==> src/rtl/pm_cap_pkg.sv <==
package pm_cap_pkg;

  // ----------------------------------------------------------------
  // Register byte offsets in configuration space
  // ----------------------------------------------------------------
  localparam logic [7:0] CAP_ID_OFFSET = 8'hA0;
  localparam logic [7:0] NEXT_LINK_OFFSET = 8'hA1;
  localparam logic [7:0] PM_CAPS_OFFSET = 8'hA2;

  // Bit position of each register inside the configuration dword
  localparam int CAP_ID_LSB = 8 * int'(CAP_ID_OFFSET[1:0]);
  localparam int NEXT_LINK_LSB = 8 * int'(NEXT_LINK_OFFSET[1:0]);
  localparam int PM_CAPS_LSB = 8 * int'(PM_CAPS_OFFSET[1:0]);

  // ----------------------------------------------------------------
  // Reset and fixed values
  // ----------------------------------------------------------------
  localparam logic [7:0] CAP_ID_RESET = 8'h01;
  localparam logic [7:0] NEXT_LINK_RESET = 8'h00;
  localparam logic [15:0] PM_CAPS_RESET = 16'hFE12;
  localparam logic COLD_WAKE_RESET = 1'h1;
  localparam logic [3:0] WAKE_FIXED_VAL = 4'hF;
  localparam logic STATE_TWO_SUPPORTED = 1'h1;
  localparam logic STATE_ONE_SUPPORTED = 1'h1;
  localparam logic [2:0] RSVD_VAL = 3'h0;
  localparam logic INIT_NEEDED_VAL = 1'h0;
  localparam logic AUX_SUPPLY_NEEDED = 1'h1;
  localparam logic WAKE_NEEDS_BUS_CLOCK = 1'h0;
  localparam logic [2:0] VERSION_VAL = 3'h2;

  // ----------------------------------------------------------------
  // Field positions inside the capabilities word
  // ----------------------------------------------------------------
  localparam int COLD_WAKE_BIT = 15;
  localparam int WAKE_FIXED_LSB = 11;
  localparam int STATE_TWO_BIT = 10;
  localparam int STATE_ONE_BIT = 9;
  localparam int RSVD_LSB = 6;
  localparam int INIT_NEEDED_BIT = 5;
  localparam int AUX_SUPPLY_BIT = 4;
  localparam int BUS_CLOCK_BIT = 3;
  localparam int VERSION_LSB = 0;

  // Dword bit and byte enable that carry the writable bit
  localparam int COLD_WAKE_DW_BIT = PM_CAPS_LSB + COLD_WAKE_BIT;
  localparam int COLD_WAKE_BE = COLD_WAKE_DW_BIT / 8;

  // Access responder states
  typedef enum logic [1:0] {
    ST_IDLE = 2'b01,
    ST_ANSWER = 2'b10
  } resp_state_t;

endpackage

==> src/rtl/cold_wake_if.sv <==
`timescale 1ns/100ps
`default_nettype none

// ------------------------------------------------------------------
// Link between the register decoder and the cold-wake bit store
// ------------------------------------------------------------------
interface cold_wake_if;
  logic wr_en;
  logic wr_val;
  logic value;

  modport ctrl (output wr_en, output wr_val, input value);
  modport store (input wr_en, input wr_val, output value);
endinterface

`default_nettype wire

==> src/rtl/pm_cap_regs.sv <==
// Summary of operation
// - Identifier byte always reads 01h, the power-management entry code; writes ignored.
// - Next-capability link byte always reads zero; only one entry exists.
// - Capabilities word holds FE12h after global reset.
// - Wake-source mask bits 15..11 read all ones by default.
// - Bits 14..11 are fixed ones: wake from hot-D3, D2, D1 and D0.
// - Bit 15 is writable, defaults one; firmware clears it without auxiliary power.
// - Only global reset restores bit 15; other resets leave it alone.
// - Bit 10 always reads one: D2 state supported.
// - Bit 9 always reads one: D1 state supported.
// - Reserved bits 8..6 always read zero.
// - Bit 5, device-specific initialization needed, always reads zero.
// - Bit 4 shows auxiliary supply need, and reads zero whenever bit 15 is zero.
// - Bit 3 reads zero: wake signalling needs no bus clock.
// - Bits 2..0 read 010b: revision and four bytes of registers.
`timescale 1ns/100ps
`default_nettype none

module pm_cap_regs
  import pm_cap_pkg::*;
(
  input wire logic clk_i,
  input wire logic rst_i,
  input wire logic global_reset_n_i,
  input wire logic cfg_rd_i,
  input wire logic cfg_wr_i,
  input wire logic [7:0] cfg_addr_i,
  input wire logic [3:0] cfg_be_i,
  input wire logic [31:0] cfg_wdata_i,
  output logic cfg_ack_o,
  output logic [31:0] cfg_rdata_o,
  output logic [15:0] pm_caps_o
);

  // ----------------------------------------------------------------
  // Declarations
  // ----------------------------------------------------------------
  resp_state_t state_ff;
  resp_state_t nxt_state;
  logic ack_ff;
  logic nxt_ack;
  logic [31:0] rdata_ff;
  logic [31:0] nxt_rdata;
  logic [15:0] caps_ff;
  logic [15:0] nxt_caps;
  logic [15:0] caps_word;
  logic take;
  logic hit;
  logic cold_val;
  logic any_reset;

  cold_wake_if cw_if ();

  // ----------------------------------------------------------------
  // Request decode
  // ----------------------------------------------------------------

  // One dword holds all three registers; byte lanes pick them apart
  assign hit = (cfg_addr_i[7:2] == CAP_ID_OFFSET[7:2]);
  // Taken only while idle and out of reset, so a write under reset cannot reach bit 15
  assign take = (state_ff == ST_IDLE) && (cfg_rd_i || cfg_wr_i) && !any_reset;
  // The responder restarts on either reset so no stale answer leaks out
  assign any_reset = rst_i || !global_reset_n_i;

  // Only the byte lane holding bit 15 reaches storage
  assign cw_if.wr_en = take && cfg_wr_i && hit && cfg_be_i[COLD_WAKE_BE];
  assign cw_if.wr_val = cfg_wdata_i[COLD_WAKE_DW_BIT];
  assign cold_val = cw_if.value;

  // ----------------------------------------------------------------
  // Cold-wake storage, kept apart because of its own reset
  // ----------------------------------------------------------------
  cold_wake_store u_cold (
    .clk_i (clk_i),
    .global_reset_n_i (global_reset_n_i),
    .cw (cw_if.store)
  );

  // ----------------------------------------------------------------
  // Capabilities word assembly
  // ----------------------------------------------------------------

  // Every field except bit 15 and bit 4, which follows it, is a constant, so writes cannot touch them
  always_comb
  begin
    caps_word = '0;
    caps_word[COLD_WAKE_BIT] = cold_val;
    caps_word[WAKE_FIXED_LSB +: 4] = WAKE_FIXED_VAL;
    caps_word[STATE_TWO_BIT] = STATE_TWO_SUPPORTED;
    caps_word[STATE_ONE_BIT] = STATE_ONE_SUPPORTED;
    caps_word[RSVD_LSB +: 3] = RSVD_VAL;
    caps_word[INIT_NEEDED_BIT] = INIT_NEEDED_VAL;
    // Aux need is meaningless without cold-D3 wake, so it is masked
    caps_word[AUX_SUPPLY_BIT] = AUX_SUPPLY_NEEDED & cold_val;
    caps_word[BUS_CLOCK_BIT] = WAKE_NEEDS_BUS_CLOCK;
    caps_word[VERSION_LSB +: 3] = VERSION_VAL;
  end

  // ----------------------------------------------------------------
  // Responder state machine
  // ----------------------------------------------------------------

  // Each taken request earns exactly one answer cycle
  always_comb
  begin
    nxt_state = state_ff;
    nxt_ack = 1'h0;
    case (state_ff)
      ST_IDLE:
      begin
        if (take)
        begin
          nxt_state = ST_ANSWER;
          nxt_ack = 1'h1;
        end
      end
      ST_ANSWER:
      begin
        nxt_state = ST_IDLE;
      end
      default:
      begin
        nxt_state = ST_IDLE;
      end
    endcase
  end

  // Responder registers
  always_ff @(posedge clk_i)
  begin
    if (any_reset)
    begin
      state_ff <= ST_IDLE;
      ack_ff <= 1'h0;
    end
    else
    begin
      state_ff <= nxt_state;
      ack_ff <= nxt_ack;
    end
  end

  // ----------------------------------------------------------------
  // Read data
  // ----------------------------------------------------------------

  // Data are sampled at the take edge, before a same-access write lands
  always_comb
  begin
    nxt_rdata = rdata_ff;
    if (take)
    begin
      nxt_rdata = '0;
      if (cfg_rd_i && hit)
      begin
        nxt_rdata[CAP_ID_LSB +: 8] = CAP_ID_RESET;
        nxt_rdata[NEXT_LINK_LSB +: 8] = NEXT_LINK_RESET;
        nxt_rdata[PM_CAPS_LSB +: 16] = caps_word;
      end
    end
  end

  // Read data register; cleared by reset so the bus never sees junk
  always_ff @(posedge clk_i)
  begin
    if (any_reset)
    begin
      rdata_ff <= '0;
    end
    else
    begin
      rdata_ff <= nxt_rdata;
    end
  end

  // ----------------------------------------------------------------
  // Capabilities mirror for the power logic
  // ----------------------------------------------------------------

  // The mirror lags storage by one cycle; only global reset reloads it
  always_comb
  begin
    nxt_caps = caps_word;
  end

  // Mirror register
  always_ff @(posedge clk_i)
  begin
    if (!global_reset_n_i)
    begin
      caps_ff <= PM_CAPS_RESET;
    end
    else
    begin
      caps_ff <= nxt_caps;
    end
  end

  assign cfg_ack_o = ack_ff;
  assign cfg_rdata_o = rdata_ff;
  assign pm_caps_o = caps_ff;

  // ----------------------------------------------------------------
  // Checks
  // ----------------------------------------------------------------
  property p_id_read;
    @(posedge clk_i) disable iff (any_reset)
    (take && cfg_rd_i && hit) |=> cfg_ack_o && (cfg_rdata_o[7:0] == 8'h01);
  endproperty
  a_id_read: assert property (p_id_read)
    else $error("identifier byte read wrong");

  property p_link_read;
    @(posedge clk_i) disable iff (any_reset)
    (take && cfg_rd_i && hit) |=> (cfg_rdata_o[15:8] == 8'h00);
  endproperty
  a_link_read: assert property (p_link_read)
    else $error("next link byte not zero");

  property p_caps_default;
    @(posedge clk_i) disable iff (rst_i)
    !global_reset_n_i ##1 global_reset_n_i |-> (pm_caps_o == 16'hFE12) ##1 (pm_caps_o == 16'hFE12);
  endproperty
  a_caps_default: assert property (p_caps_default)
    else $error("capabilities word not at default after global reset");

  property p_mask_ones;
    @(posedge clk_i) disable iff (any_reset)
    (take && cfg_rd_i && hit && cold_val && !cfg_wr_i) |=> (cfg_rdata_o[31:27] == 5'h1F);
  endproperty
  a_mask_ones: assert property (p_mask_ones)
    else $error("wake mask not all ones");

  property p_fixed_wake;
    @(posedge clk_i) disable iff (!global_reset_n_i)
    pm_caps_o[14:11] == 4'hF;
  endproperty
  a_fixed_wake: assert property (p_fixed_wake)
    else $error("fixed wake bits not ones");

  property p_state_two;
    @(posedge clk_i) disable iff (!global_reset_n_i)
    pm_caps_o[10];
  endproperty
  a_state_two: assert property (p_state_two)
    else $error("State_two_supported bit low");

  property p_state_one;
    @(posedge clk_i) disable iff (!global_reset_n_i)
    (take && cfg_rd_i && hit) |=> cfg_rdata_o[25] && pm_caps_o[9];
  endproperty
  a_state_one: assert property (p_state_one)
    else $error("State_one_supported bit low");

  property p_rsvd_zero;
    @(posedge clk_i) disable iff (any_reset)
    (take && cfg_rd_i && hit) |=> (cfg_rdata_o[24:22] == 3'h0);
  endproperty
  a_rsvd_zero: assert property (p_rsvd_zero)
    else $error("reserved bits not zero");

  property p_init_zero;
    @(posedge clk_i) disable iff (!global_reset_n_i)
    !pm_caps_o[5];
  endproperty
  a_init_zero: assert property (p_init_zero)
    else $error("initialization bit set");

  property p_aux_masked;
    @(posedge clk_i) disable iff (any_reset)
    (take && cfg_rd_i && hit && !cold_val) |=> !cfg_rdata_o[20] && !cfg_rdata_o[31];
  endproperty
  a_aux_masked: assert property (p_aux_masked)
    else $error("aux bit set while cold wake bit clear");

  property p_clk_zero;
    @(posedge clk_i) disable iff (any_reset)
    (take && cfg_rd_i && hit) |=> !cfg_rdata_o[19];
  endproperty
  a_clk_zero: assert property (p_clk_zero)
    else $error("bus clock bit set");

  property p_version;
    @(posedge clk_i) disable iff (any_reset)
    (take && cfg_rd_i && hit) |=> (cfg_rdata_o[18:16] == 3'h2) ##1 (pm_caps_o[2:0] == 3'h2);
  endproperty
  a_version: assert property (p_version)
    else $error("version field wrong");

  property p_ro_write;
    @(posedge clk_i) disable iff (any_reset)
    // Bit 4 legally follows bit 15, so only the truly fixed bits are compared
    (take && cfg_wr_i && !cfg_rd_i) |=> cfg_ack_o && !cw_if.wr_en ##1
      (pm_caps_o[14:5] == $past(pm_caps_o[14:5], 2)) &&
      (pm_caps_o[3:0] == $past(pm_caps_o[3:0], 2));
  endproperty
  a_ro_write: assert property (p_ro_write)
    else $error("write disturbed read-only bits or went unanswered");

  property p_one_answer;
    @(posedge clk_i) disable iff (any_reset)
    cfg_ack_o |=> !cfg_ack_o;
  endproperty
  a_one_answer: assert property (p_one_answer)
    else $error("answer lasted more than one cycle");

endmodule

`default_nettype wire

==> src/rtl/cold_wake_store.sv <==
`timescale 1ns/100ps
`default_nettype none

// ------------------------------------------------------------------
// Cold-wake advertisement bit, kept across ordinary resets
// ------------------------------------------------------------------
module cold_wake_store
  import pm_cap_pkg::*;
(
  input wire logic clk_i,
  input wire logic global_reset_n_i,
  cold_wake_if.store cw
);

  logic cold_ff;
  logic nxt_cold;

  // Only a write changes the bit; the ordinary reset never reaches here
  always_comb
  begin
    nxt_cold = cold_ff;
    if (cw.wr_en)
    begin
      nxt_cold = cw.wr_val;
    end
  end

  // Global reset alone restores the default, so firmware's choice survives
  always_ff @(posedge clk_i)
  begin
    if (!global_reset_n_i)
    begin
      cold_ff <= COLD_WAKE_RESET;
    end
    else
    begin
      cold_ff <= nxt_cold;
    end
  end

  assign cw.value = cold_ff;

  // ----------------------------------------------------------------
  // Checks
  // ----------------------------------------------------------------
  property p_cold_write;
    @(posedge clk_i) disable iff (!global_reset_n_i)
    cw.wr_en |=> (cw.value == $past(cw.wr_val));
  endproperty
  a_cold_write: assert property (p_cold_write)
    else $error("cold wake bit did not take written value");

  property p_cold_hold;
    @(posedge clk_i) disable iff (!global_reset_n_i)
    (global_reset_n_i && !cw.wr_en) |=> $stable(cw.value);
  endproperty
  a_cold_hold: assert property (p_cold_hold)
    else $error("cold wake bit changed without write or global reset");

  property p_cold_default;
    @(posedge clk_i)
    !global_reset_n_i |=> (cw.value == COLD_WAKE_RESET);
  endproperty
  a_cold_default: assert property (p_cold_default)
    else $error("cold wake bit not restored by global reset");

endmodule

`default_nettype wire

==> config.mk <==
export PLATFORM = sky130hd
export DESIGN_NAME = pm_cap_regs
export DESIGN_NICKNAME = d
export VERILOG_FILES = /design/src/rtl/pm_cap_pkg.sv /design/src/rtl/cold_wake_if.sv /design/src/rtl/pm_cap_regs.sv /design/src/rtl/cold_wake_store.sv
export SDC_FILE = /design/constraint.sdc
export NUM_CORES = 1
export LEC_CHECK = 0
export BUFFER_PORTS_ARGS = -buffer_cell sky130_fd_sc_hd__buf_2
export CAP_MARGIN = 20
export CORE_ASPECT_RATIO = 1.2
export CORE_UTILIZATION = 28
export DETAILED_ROUTE_END_ITERATION = 6
export PLACE_DENSITY = 0.79
export SLEW_MARGIN = 25
export SYNTH_ARGS = -nofsm -noshare
export SYNTH_HDL_FRONTEND = slang
export SYNTH_HIERARCHICAL = 1
export SYNTH_SLANG_ARGS = --single-unit
export TNS_END_PERCENT = 100
==> constraint.sdc <==
create_clock -name clk_i -period 1.65 [get_ports clk_i]
set_clock_uncertainty 0.15 [all_clocks]
set_input_delay 0.0825 -clock clk_i [delete_from_list [all_inputs] [get_ports clk_i]]
set_output_delay 0.0825 -clock clk_i [all_outputs]
set_load 0.05 [all_outputs]
==> results.sh <==
export IMPL_firstDrtPassIters=3
export IMPL_fp_coreArea_um2=2070
export IMPL_post_cts_resized=0
export IMPL_synth_seq_cells=7
export IMPL_chipWidth_um=45.1
export IMPL_viasPerCell=3.33
export IMPL_ant_nets=0
export IMPL_globalplace_congestion=0.784
export IMPL_end_kind="register"
export IMPL_synth_edf_count=0
export IMPL_rsz0062_at_grt="no"
export IMPL_portBuffers=25
export IMPL_cts_buffers=3
export IMPL_syn_area_per_cell_um2=8.54
export IMPL_drt_iter0_drc=8
export IMPL_finalNonFillerCells=125
export IMPL_run_status="completed"
export IMPL_fmax_ghz=0.673
export IMPL_clock_latency_ps=260
export IMPL_nets=145
export IMPL_synthMostInstantiatedCell="buf_4"
export IMPL_syn_inst=73
export IMPL_power_density_nw_per_um2=886
export IMPL_yosysUniqueCellTypes=18
export IMPL_layout_drive_gt1_share_pct=32.6
export IMPL_path_clk_slew_ps=50
export IMPL_post_route_period_util_pct=90.1
export IMPL_ctsHtreeMaxLevel=1
export IMPL_maxCapViolCount=0
export IMPL_setup_viol=0
export IMPL_diodes=0
export IMPL_worstPathRequired_ps=1650
export IMPL_final_max_slew_violation_count=0
export IMPL_grt_overflow_total=0
export IMPL_start_util_pct=30.1
export IMPL_yosysTopAreaCell="buf_4"
export IMPL_yosys_top_cells_count="45 x buf_4, 7 x dfxtp_1, 3 x nand2_1"
export IMPL_grt_first_pass_wirelength_um=1180
export IMPL_synth_top_area_share_pct=54.2
export IMPL_crit_fanout=4
export IMPL_startpoint_type="input pin"
export IMPL_critPathKind="input pin to register"
export IMPL_avgRoutedWirePerCell_um=7.29
export IMPL_grt_max_degree=10
export IMPL_pin_count=98
export IMPL_vias=416
export IMPL_cp_arrival_ps=1490
export IMPL_synthFlopType="dfxtp_1"
export IMPL_grt_pass1_vias=282
export IMPL_hp_class="input pin to register"
export IMPL_power_leakage_nw=0.367
export IMPL_syn_to_final_growth_pct=2.61
export IMPL_peakVddDrop_uv=277
export IMPL_dp_cells=117
export IMPL_setup_tns_ps=0
export IMPL_hpwlAfterDp_um=736
export IMPL_fp_row_count=18
export IMPL_final_min_clock_period_ps=1490
export IMPL_clock_sinks=7
export IMPL_syn_cell_area_um2=623
export IMPL_synthArstFlopShare_pct=0
export IMPL_synth_area_leaders="buf_4 54%, dfxtp_1 22%, nor4b_4 3.8%"
export IMPL_synth_warnings=6
export IMPL_cts_root_buf="clkbuf_4"
export IMPL_antenna_found_initial=0
export IMPL_hold_viol_final=0
export IMPL_clockBufferDepth=2
export IMPL_fp_dieH_um=53.7
export IMPL_drc_errors=0
export IMPL_grt_usage_pct=7.32
export IMPL_die_area_um2=2420
export IMPL_cts_tree="done"
export IMPL_wirelength_um=911
export IMPL_yosysSeqAreaShare_pct=22.5
-- flip-flops by register name, summed over array words and instances (netlist names) --
| name | cells |
|---|---|
| cfg_ack_o | 1 |
| cfg_rdata_o | 2 |
| pm_caps_o | 1 |
| state_ff | 2 |
| u_cold/cw.value | 1 |
-- layout by cell type (no fill, tap or decap), drive strengths merged --
| cell type | n |
|---|---|
| and2b | 1 |
| buf | 26 |
| clkbuf | 4 |
| conb | 36 |
| dfxtp | 7 |
| dlygate4sd3 | 3 |
| inv | 2 |
| mux2i | 1 |
| nand2 | 3 |
| nand2b | 1 |
| nand3 | 1 |
| nand4 | 1 |
| nor2 | 1 |
| nor2b | 2 |
| nor4b | 1 |
| o2111ai | 1 |
| o211ai | 1 |
| o21a | 1 |
| o22ai | 2 |
-- kinds of logic after synthesis --
family          count (synthesis)  synth area share, %
buf+inv                        47                 55.4
simple gates                   11                 13.5
flops                           7                 22.5
mux                             1                 1.61
other cells                     2                 1.21
compound gates                  5                 5.82
-- what timing repair did --
action | CTS | global route
setup buffers | 0 | 1
hold buffers | 3 | 0
endpoints found under the setup margin | 0 | 1
endpoints found under the hold margin | 3 | 0
-- critical path: stages --
cell,delay (ps)
dlygate4sd3_1,540
buf_2,130
nor2b_4,170
o211ai_1,150
nor2_1,150
mux2i_1,190
nand2_1,60
-- where the power goes --
part	switching, mW	leakage [nW]	internal [mW]
combinational	0.205	0.295	0.0274
clock	0.0673	0.0150	0.0925
sequential	0.000925	0.0570	0.174
total	0.273	0.367	0.293
-- routing by layer --
layer  up-vias  global-route usage [%]  part of all wire, %
met1       178                    6.81                   34
met2        43                    13.0                   51
met3         2                    1.01                   13
li1        193                       -                    -
met5         -                       0                    0
met4         0                    7.58                  1.9
-- area by class of cell --
cell class              count  area (um2)
clock buffers               4        26.3
repair buffers             29         163
flip-flops and latches      7         140
fillers                   243        1430
well taps                  30        37.5
inverters                   2        7.51
multi-input cells          53         265
-- stage by stage --
stage | power [mW] | setup slack [ps] | utilization (%) | hold WS (ps) | instance area (um2)
CTS | 0.567 | 134 | 30.5 | 26.2 | 632
detailed placement | 0.401 | 273 | 27.8 | 126 | 576
global placement | 0.399 | 290 | 27.8 | 125 | 576
global route | 0.586 | 69.0 | 30.9 | 61.8 | 639
finish | 0.567 | 163 | 30.9 | 23.2 | 639
floorplan | 0.445 | 381 | - | -5.56 | 751
-- path summary, 6_finish.rpt --
| path | slack (ps) | start | endpoint | depth (start not counted) |
|---|---|---|---|---|
| worst min register to register | 330 | u_cold/cw.value | pm_caps_o[4] | 1 |
| worst min-delay path | 20 | cfg_wr_i | state_ff[1] | 3 |
| worst max-delay path | 160 | global_reset_n_i | u_cold/cw.value | 7 |
| worst max register to register | 330 | state_ff[1] | u_cold/cw.value | 5 |
Note: power is estimated with default switching activity, not from simulation.
